File: config.mk
export PLATFORM = sky130hd
export DESIGN_NAME = mode_six_dram_flat
export DESIGN_NICKNAME = d
export VERILOG_FILES = /design/src/inc/mode_six_pkg.sv /design/src/inc/ca_link_if.sv /design/src/mode_six_dram.sv /design/src/flat_wrapper.sv
export SDC_FILE = /design/constraint.sdc
export NUM_CORES = 1
export LEC_CHECK = 0
export BUFFER_PORTS_ARGS = -buffer_cell sky130_fd_sc_hd__buf_4
export CORE_ASPECT_RATIO = 1.1
export CORE_UTILIZATION = 35
export DETAILED_ROUTE_END_ITERATION = 8
export MAX_ROUTING_LAYER = met4
export PLACE_DENSITY = 0.69
export SLEW_MARGIN = 40
export SYNTH_ARGS = -nofsm -noshare
export SYNTH_HDL_FRONTEND = slang
export SYNTH_SLANG_ARGS = --single-unit
File: constraint.sdc
create_clock -name SYS_CLK -period 2.8 [get_ports SYS_CLK]
set_clock_uncertainty 0.1 [all_clocks]
set_input_delay 0.56 -clock SYS_CLK [delete_from_list [all_inputs] [get_ports SYS_CLK]]
set_output_delay 0.56 -clock SYS_CLK [all_outputs]
set_load 0.005 [all_outputs]
File: src/inc/mode_six_pkg.sv
// Shared constants, mode word layout and parity helper for the DRAM
// mode register six / CA parity status pair.
// Assumes both ends sample the command bus on the same clock edge.
package mode_six_pkg;

  // Mode register select codes, carried on mode word bits 20:18
  localparam logic [2:0] SEL_MR5      = 3'h5;
  localparam logic [2:0] SEL_MR6      = 3'h6;
  localparam logic [2:0] SEL_UNUSED   = 3'h7;

  // Mode word field positions
  localparam int BIT_RSV21      = 21;
  localparam int SEL_HI         = 20;
  localparam int SEL_LO         = 18;
  localparam int BIT_RSV17      = 17;
  localparam int BIT_RSV13      = 13;
  localparam int RATE_HI        = 12;
  localparam int RATE_LO        = 10;
  localparam int BIT_RSV9       = 9;
  localparam int BIT_RSV8       = 8;
  localparam int BIT_VREF_EN    = 7;
  localparam int BIT_VREF_RNG   = 6;
  localparam int VAL_HI         = 5;
  localparam int VAL_LO         = 0;
  localparam int BIT_PERSIST    = 9;
  localparam int BIT_PAR_STAT   = 4;
  localparam int BIT_CRC_STAT   = 3;
  localparam int PL_HI          = 2;
  localparam int PL_LO          = 0;

  // Parity latency codes
  localparam logic [2:0] PL_OFF       = 3'h0;
  localparam logic [2:0] PL_FOUR      = 3'h1;
  localparam logic [2:0] PL_FIVE      = 3'h2;
  localparam logic [2:0] PL_SIX       = 3'h3;

  // Data rate codes and the boundary between them
  localparam logic [2:0] RATE_LE_1333 = 3'h0;
  localparam logic [2:0] RATE_LE_1866 = 3'h1;
  localparam int         RATE_EDGE    = 1333;

  // Highest legal calibration step (fifty steps, 0..49)
  localparam logic [5:0] VREF_TOP     = 6'h31;

  // Reset values
  localparam logic [2:0] PL_RESET     = 3'h0;
  localparam logic [2:0] RATE_RESET   = 3'h0;
  localparam logic [5:0] VAL_RESET    = 6'h00;

  // Build the 22-bit mode word from the address pins (16:14 unmapped)
  function automatic logic [21:0] mode_word(
    input logic [1:0]  bg,
    input logic [1:0]  ba,
    input logic        a17,
    input logic [13:0] a
  );
    mode_word = {bg, ba, a17, 3'h0, a};
  endfunction : mode_word

  // Even parity over the covered command/address pins
  function automatic logic ca_parity(
    input logic        act_n,
    input logic        ras_n,
    input logic        cas_n,
    input logic        we_n,
    input logic [1:0]  bg,
    input logic [1:0]  ba,
    input logic        a17,
    input logic [13:0] a
  );
    ca_parity = ^{act_n, ras_n, cas_n, we_n, bg, ba, a17, a};
  endfunction : ca_parity

endpackage : mode_six_pkg

File: src/inc/ca_link_if.sv
// Command/address link between memory controller and DRAM end.
// Assumes one shared clock; the testbench owns the clock and wiring.
`timescale 1ns/100ps
interface ca_link_if;
  logic        cs_n;    // Chip select, low = command
  logic        act_n;   // Activate strobe
  logic        ras_n;   // Row strobe / A16
  logic        cas_n;   // Column strobe / A15
  logic        we_n;    // Write enable / A14
  logic [1:0]  bg;      // Bank group
  logic [1:0]  ba;      // Bank address
  logic        a17;     // Address 17
  logic [13:0] addr;    // Address 13..0
  logic        par;     // Command/address parity
  logic        cke;     // Clock enable pin, not in parity
  logic        odt;     // Termination control, not in parity

  // Controller drives everything
  modport ctrl (output cs_n, act_n, ras_n, cas_n, we_n, bg, ba, a17,
                output addr, par, cke, odt);
  // DRAM receives everything
  modport dram (input cs_n, act_n, ras_n, cas_n, we_n, bg, ba, a17,
                input addr, par, cke, odt);
endinterface : ca_link_if

File: src/mode_six_dram.sv
// DRAM end: mode register six, parity latency / persistence from
// mode register five, and the sticky parity and CRC status flags.
// Assumes the controller drives the link synchronous to SYS_CLK.
`timescale 1ns/100ps
module mode_six_dram
  import mode_six_pkg::*;
(
  input  wire logic        SYS_CLK,        // Command clock
  input  wire logic        NRST,           // Sync reset, active low
  input  wire logic        CLK_EN,         // Low freezes all state
  input  wire logic        CRC_ERR_IN,     // Write CRC fail pulse
  ca_link_if.dram          LINK,           // Command/address pins
  output logic             PAR_ERR,        // Parity status flag
  output logic             CRC_ERR,        // CRC status flag
  output logic [2:0]       PAR_LATENCY,    // Parity latency code
  output logic             PAR_PERSIST,    // Persistent checking on
  output logic [2:0]       DATA_RATE,      // Rate field 12:10
  output logic             VREF_CAL_EN,    // Calibration enable
  output logic             VREF_RANGE,     // Calibration range
  output logic [5:0]       VREF_VALUE,     // Calibration step
  output logic [4:0]       MR6_RESERVED,   // Bits 21,17,13,9,8
  output logic             VREF_MON_EN,    // Reference on DQ[3:0]
  output logic             CMD_EXEC,       // Command executed pulse
  output logic             CMD_DROP        // Command refused pulse
);

  // All state of the DRAM end
  typedef struct packed {
    logic [2:0] pl;        // Parity latency code
    logic       persist;   // Persistent parity mode
    logic       par_err;   // Sticky parity status
    logic       crc_err;   // Sticky CRC status
    logic [2:0] rate;      // Data rate field
    logic [4:0] rsv;       // Reserved bits as written
    logic       vref_en;   // Calibration enable
    logic       vref_rng;  // Calibration range
    logic [5:0] vref_val;  // Calibration step
    logic       mon;       // Reference monitor on
    logic       exec;      // Executed pulse
    logic       drop;      // Refused pulse
  } dram_state_t;

  dram_state_t state_ff;   // Registered state
  dram_state_t nxt_state;  // Next state

  logic [21:0] word;       // Mode word from the pins
  logic        is_cmd;     // Chip selected this cycle
  logic        is_mrs;     // Mode register set decode
  logic        pl_legal;   // Latency code is a checking code
  logic        check_on;   // Parity checking active
  logic        par_bad;    // Parity mismatch seen

  // Pin decode and parity check
  always_comb
  begin
    word     = mode_word(LINK.bg, LINK.ba, LINK.a17, LINK.addr);
    is_cmd   = !LINK.cs_n;
    is_mrs   = LINK.act_n && !LINK.ras_n && !LINK.cas_n && !LINK.we_n;
    // Only four, five, six clocks check
    pl_legal = (state_ff.pl == PL_FOUR) || (state_ff.pl == PL_FIVE) ||
               (state_ff.pl == PL_SIX);
    check_on = pl_legal && (state_ff.persist || !state_ff.par_err);
    par_bad  = check_on && (ca_parity(LINK.act_n, LINK.ras_n, LINK.cas_n,
                            LINK.we_n, LINK.bg, LINK.ba, LINK.a17,
                            LINK.addr) != LINK.par);
  end

  // Next-state logic
  always_comb
  begin
    nxt_state      = state_ff;
    // Frozen while clock enable is low, pulses included
    if (CLK_EN)
    begin
      nxt_state.exec = 1'b0;
      nxt_state.drop = 1'b0;
      if (is_cmd)
      begin
        // Failing command: flag and drop
        if (par_bad)
        begin
          nxt_state.par_err = 1'b1;
          nxt_state.drop    = 1'b1;
        end
        // Passing command executes
        else
        begin
          nxt_state.exec = 1'b1;
          if (is_mrs)
          begin
            unique case (word[SEL_HI:SEL_LO])
              // Register six write
              SEL_MR6:
              begin
                nxt_state.rate    = word[RATE_HI:RATE_LO];
                nxt_state.rsv     = {word[BIT_RSV21], word[BIT_RSV17],
                                     word[BIT_RSV13], word[BIT_RSV9],
                                     word[BIT_RSV8]};
                nxt_state.vref_en = word[BIT_VREF_EN];
                if (word[BIT_VREF_EN])
                begin
                  nxt_state.vref_rng = word[BIT_VREF_RNG];
                  if (word[VAL_HI:VAL_LO] <= VREF_TOP)
                  begin
                    nxt_state.vref_val = word[VAL_HI:VAL_LO];
                  end
                end
              end
              // Register five write
              SEL_MR5:
              begin
                nxt_state.pl      = word[PL_HI:PL_LO];
                nxt_state.persist = word[BIT_PERSIST];
                if (!word[BIT_PAR_STAT])
                begin
                  nxt_state.par_err = 1'b0;
                end
                if (!word[BIT_CRC_STAT])
                begin
                  nxt_state.crc_err = 1'b0;
                end
              end
              // Other registers are outside this block
              default:
              begin
                nxt_state.exec = 1'b1;
              end
            endcase
          end
        end
      end
      if (CRC_ERR_IN)
      begin
        nxt_state.crc_err = 1'b1;
      end
      nxt_state.mon = nxt_state.vref_en;
    end
  end

  // State register
  always_ff @(posedge SYS_CLK)
  begin
    if (!NRST)
    begin
      state_ff          <= '0;
      state_ff.pl       <= PL_RESET;
      state_ff.rate     <= RATE_RESET;
      state_ff.vref_val <= VAL_RESET;
    end
    // Normal update
    else
    begin
      state_ff <= nxt_state;
    end
  end

  always_comb
  begin
    PAR_ERR      = state_ff.par_err;
    CRC_ERR      = state_ff.crc_err;
    PAR_LATENCY  = state_ff.pl;
    PAR_PERSIST  = state_ff.persist;
    DATA_RATE    = state_ff.rate;
    VREF_CAL_EN  = state_ff.vref_en;
    VREF_RANGE   = state_ff.vref_rng;
    VREF_VALUE   = state_ff.vref_val;
    MR6_RESERVED = state_ff.rsv;
    VREF_MON_EN  = state_ff.mon;
    CMD_EXEC     = state_ff.exec;
    CMD_DROP     = state_ff.drop;
  end

  // Notes on the pins:
  // The monitor enable only tells the pad ring to route the
  // reference to a low data pin; no analog logic lives here.
  // Parity latency is treated as a checking switch; the
  // execution delay it implies belongs to the command pipeline.
  // Status writes through register five clear a flag only when
  // the written bit is zero, so writing one never clears it.
  // A parity error on the same cycle as a clearing write wins,
  // because the failing write itself is never executed.
  // Calibration value codes above the top step are ignored and
  // the previous step is kept, so the reference never lands on
  // an undefined level.
  // Writes with calibration disabled still store the enable and
  // rate, but keep range and value; this prevents a stray write
  // from moving the reference outside training.
  // Reserved bits are stored only so that a checker can see
  // what the controller programmed; nothing here acts on them.
  // The select code seven is never decoded as a register and
  // behaves as any other foreign register write.
  // Commands other than mode register set that pass parity are reported
  // on the executed pulse only; their decode is outside this block.

endmodule : mode_six_dram

File: src/flat_wrapper.sv
// flat-port wrapper written by rule: the top's interface ports become plain ports
module mode_six_dram_flat import mode_six_pkg::*;
  (SYS_CLK, NRST, CLK_EN, CRC_ERR_IN, PAR_ERR, CRC_ERR, PAR_LATENCY, PAR_PERSIST, DATA_RATE, VREF_CAL_EN, VREF_RANGE, VREF_VALUE, MR6_RESERVED, VREF_MON_EN, CMD_EXEC, CMD_DROP, LINK_cs_n, LINK_act_n, LINK_ras_n, LINK_cas_n, LINK_we_n, LINK_bg, LINK_ba, LINK_a17, LINK_addr, LINK_par, LINK_cke, LINK_odt);
  ca_link_if LINK_i ();
  input  wire logic SYS_CLK;
  input  wire logic NRST;
  input  wire logic CLK_EN;
  input  wire logic CRC_ERR_IN;
  output logic PAR_ERR;
  output logic CRC_ERR;
  output logic [2:0] PAR_LATENCY;
  output logic PAR_PERSIST;
  output logic [2:0] DATA_RATE;
  output logic VREF_CAL_EN;
  output logic VREF_RANGE;
  output logic [5:0] VREF_VALUE;
  output logic [4:0] MR6_RESERVED;
  output logic VREF_MON_EN;
  output logic CMD_EXEC;
  output logic CMD_DROP;
  input wire logic [$bits(LINK_i.cs_n)-1:0] LINK_cs_n;
  input wire logic [$bits(LINK_i.act_n)-1:0] LINK_act_n;
  input wire logic [$bits(LINK_i.ras_n)-1:0] LINK_ras_n;
  input wire logic [$bits(LINK_i.cas_n)-1:0] LINK_cas_n;
  input wire logic [$bits(LINK_i.we_n)-1:0] LINK_we_n;
  input wire logic [$bits(LINK_i.bg)-1:0] LINK_bg;
  input wire logic [$bits(LINK_i.ba)-1:0] LINK_ba;
  input wire logic [$bits(LINK_i.a17)-1:0] LINK_a17;
  input wire logic [$bits(LINK_i.addr)-1:0] LINK_addr;
  input wire logic [$bits(LINK_i.par)-1:0] LINK_par;
  input wire logic [$bits(LINK_i.cke)-1:0] LINK_cke;
  input wire logic [$bits(LINK_i.odt)-1:0] LINK_odt;
  assign LINK_i.cs_n = LINK_cs_n;
  assign LINK_i.act_n = LINK_act_n;
  assign LINK_i.ras_n = LINK_ras_n;
  assign LINK_i.cas_n = LINK_cas_n;
  assign LINK_i.we_n = LINK_we_n;
  assign LINK_i.bg = LINK_bg;
  assign LINK_i.ba = LINK_ba;
  assign LINK_i.a17 = LINK_a17;
  assign LINK_i.addr = LINK_addr;
  assign LINK_i.par = LINK_par;
  assign LINK_i.cke = LINK_cke;
  assign LINK_i.odt = LINK_odt;
  mode_six_dram u_core (.SYS_CLK(SYS_CLK), .NRST(NRST), .CLK_EN(CLK_EN), .CRC_ERR_IN(CRC_ERR_IN), .LINK(LINK_i), .PAR_ERR(PAR_ERR), .CRC_ERR(CRC_ERR), .PAR_LATENCY(PAR_LATENCY), .PAR_PERSIST(PAR_PERSIST), .DATA_RATE(DATA_RATE), .VREF_CAL_EN(VREF_CAL_EN), .VREF_RANGE(VREF_RANGE), .VREF_VALUE(VREF_VALUE), .MR6_RESERVED(MR6_RESERVED), .VREF_MON_EN(VREF_MON_EN), .CMD_EXEC(CMD_EXEC), .CMD_DROP(CMD_DROP));
endmodule
==> flow_metrics.py <==
metrics = {
    "placed_design": {
        "dp_hpwl_mm": 2.36,
        "io_buffers": 53,
        "dpl-instance-area_um2": 1760,
        "place.gp.congestion": 0.820,
    },
    "power_and_ir_drop": {
        "clockPowerShare_pct": 33.6,
        "leakagePower_nw": 0.799,
        "seqPwrFrac_pct": 45.6,
        "switching_share_pct": 22.8,
        "power_switching_w": 0.000172,
        "intPower_w": 0.000583,
        "vdd_drop_max_uv": 235,
        "power_frac_comb_pct": 20.7,
        "pwr_density_cell_nw_per_um2": 417,
        "power_w": 0.000755,
    },
    "global_route": {
        "grt_pass1_vias": 1230,
        "grt_pass1_wl_mm": 5.09,
        "antenna_found_initial": 0,
        "grt_use_total_pct": 17.5,
        "grt.overflow.total": 0,
        "grt_max_degree": 38,
    },
    "timing": {
        "rsz0062_at_grt": "no",
        "hold_viol": 0,
        "slew_viol_final": 0,
        "fmax_mhz": 393,
        "fin_crit_sh_pct": 90.9,
        "min_period_ns": 2.54,
        "fin_setup_tns_ns": 0,
        "setup_viol": 0,
        "tightest_slew_ns": 0.365,
        "maxSlewHeadroom_pct": 75.3,
    },
    "clock_tree": {
        "clock_latency_ns": 0.32,
        "cts_buffers": 3,
        "cts_tree": "built",
        "htree_levels": 1,
        "path_clk_slew_ns": 0.15,
        "clock_path_buffers": 2,
        "post_cts_buffers": 0,
        "postCtsHoldBufs": 0,
        "clock_sinks": 24,
        "clockRootBuffer": "clkbuf_4",
        "cts_resized": 0,
    },
    "critical_path": {
        "required_ns": 2.96,
        "reg2reg_to": "u_core.VREF_VALUE[0]",
        "worstPathMaxFanout": 6,
        "worstSetupStartpointType": "input pin",
        "r2r-start": "u_core.PAR_LATENCY[1]",
        "critPathKind": "input pin to flop",
        "ff2ff_setup_slack_ns": 0.95,
        "cp.arrival_ns": 2.70,
        "critPathCaptureType": "flop",
        "reg2regPathDepth": 7,
    },
    "final_layout": {
        "fillers": 311,
        "antennaDiodeCount": 0,
        "design_area_um2": 1810,
        "nets": 231,
        "multi_input_area_um2": 756,
        "layout-drive-gt1-share_pct": 33.3,
        "final_common_cell": "buf_4",
        "final_cell_mix": "58 x buf_4, 39 x nand2_1, 24 x dfxtp_1",
        "final-seq-area_um2": 480,
        "area.growth.synth_to_final_pct": 40.3,
    },
    "run_status": {
        "status": "finished, final reports clean",
    },
    "floorplanning": {
        "pin_count": 56,
        "die_w_um": 59.9,
        "initial_core_util_pct": 37.5,
        "die-area_um2": 3930,
        "row_count": 22,
        "coreArea_um2": 3440,
        "die_h_um": 65.7,
    },
    "synth": {
        "synthTopCellsByArea": "dfxtp_1 37%, mux2i_1 15%, nand2_1 11%",
        "syn_inst": 139,
        "ys_seq_area_share_pct": 37.2,
        "synth_edf_count": 0,
        "ys_types": 27,
        "yosysTopAreaCell": "dfxtp_1",
        "mappedNetlistNets": 174,
        "synthArstFlopShare_pct": 0,
        "synth-seq-cells": 24,
        "syn_avg_cell_area_um2": 9.28,
        "synth_warnings": 0,
        "synth_ff_type": "dfxtp_1",
        "yosys.area.top_type_share_pct": 37.2,
        "syn-cell-area_um2": 1290,
    },
    "worst_hold_path": {
        "min_from": "u_core.DATA_RATE[1]",
        "worst_hold_path.num_cells": 2,
        "hold_end": "u_core.DATA_RATE[1]",
        "hold_path.class": "flop to flop",
    },
    "drt": {
        "wl_per_cell_um": 12.6,
        "drt_iter0_markers": 37,
        "vias": 1146,
        "wl_mm": 3.05,
        "first_pass_iters": 4,
        "via_per_inst": 4.72,
        "ant_nets": 0,
        "drc": 0,
    },
    "job": {
        "drv_cap": 0,
    },
}
==> synth_stat cells (all sizes together) (2+ instances only) <==
master and n:
inv 7, nor2 4, nand2b 2, clkbuf 4, dfxtp 24, nand4b 2, a21oi 4, nand2 39
ha 4, nor3 3, buf 2, xor2 2, xnor3 4, xnor2 9, mux2i 19
==> state kept, by name (all words and copies together) (netlist names) <==
signal,flops
u_core.VREF_VALUE,6
u_core.MR6_RESERVED,5
u_core.DATA_RATE,3
u_core.PAR_LATENCY,3
u_core.CMD_DROP,1
u_core.CMD_EXEC,1
u_core.CRC_ERR,1
u_core.PAR_ERR,1
u_core.PAR_PERSIST,1
u_core.VREF_CAL_EN,1
u_core.VREF_RANGE,1
==> cell families after synthesis <==
family	Yosys count	share of synthesized area, %
simple gates	53	19.2
buf+inv	13	4.17
flops	24	37.2
fa+ha+maj	4	3.88
mux	20	15.9
xor+xnor	15	14.5
compound gates	10	5.14
==> power groups by stage <==
stage / sequential [W] / clock (W) / combinational, W
floorplan: 0.000352 / 0 / 0.000100
global placement: 0.000352 / 0 / 0.000151
detailed placement: 0.000352 / 0 / 0.000156
CTS: 0.000345 / 0.000258 / 0.000158
global route: 0.000345 / 0.000275 / 0.000169
finish: 0.000345 / 0.000254 / 0.000157
==> routing by layer <==
metal  global-route usage, %  part of all wire (%)  vias to the layer above  routed length, um
met5                       -                     0                        -                  0
met4                    8.72                   2.1                        0                 65
met3                    1.97                   5.0                        8                154
met2                    29.6                    50                       49               1510
met1                    20.1                    43                      518               1320
li1                        -                     -                      571                  -
==> critical path, stage by stage <==
cell and delay (ns):
buf_4 0.11, inv_1 0.09, ha_1 0.25, xnor2_1 0.20, xnor2_1 0.16, xnor3_1 0.26
mux2_4 0.35, nor4_4 0.28, buf_4 0.22, mux2i_1 0.22
==> stage by stage <==
stage | cells | setup WS (ns) | hold WS, ns | utilization [%]
detailed placement | 239 | -0.0705 | 0.347 | 51.1
global route | 243 | 0.169 | 0.386 | 52.6
global placement | 239 | -0.0115 | 0.346 | 51.1
finish | 243 | 0.256 | 0.368 | 52.6
CTS | 243 | 0.281 | 0.372 | 52.6
floorplan | 139 | 0.0630 | 0.351 | -
==> final cells by class <==
type                       instances  share of cell area [%]
tap                               48                    3.32
clock buffer                       3                    1.24
sequential                        24                    26.5
inverter                           7                    1.45
clock inverter                     1                    1.66
timing repair buffer              58                    24.0
multi-input combinational        102                    41.7
==> how the worst max path moves through the flow <==
| stage | endpoint | startpoint | slack, ns | depth (start not counted) |
|---|---|---|---|---|
| 5_1_grt | u_core.VREF_VALUE[0] | LINK_addr[1] | 0.17 | 10 |
| 3_5_place_dp | u_core.VREF_VALUE[0] | LINK_addr[1] | -0.07 | 10 |
| 3_3_place_gp | u_core.VREF_VALUE[2] | LINK_ras_n | -0.01 | 8 |
| 2_1_floorplan | u_core.VREF_VALUE[0] | LINK_ras_n | 0.06 | 6 |
| 6_report | u_core.VREF_VALUE[0] | LINK_addr[1] | 0.26 | 10 |
| 4_1_cts | u_core.VREF_VALUE[0] | LINK_addr[1] | 0.28 | 10 |
(Power assumes the default switching activity.)
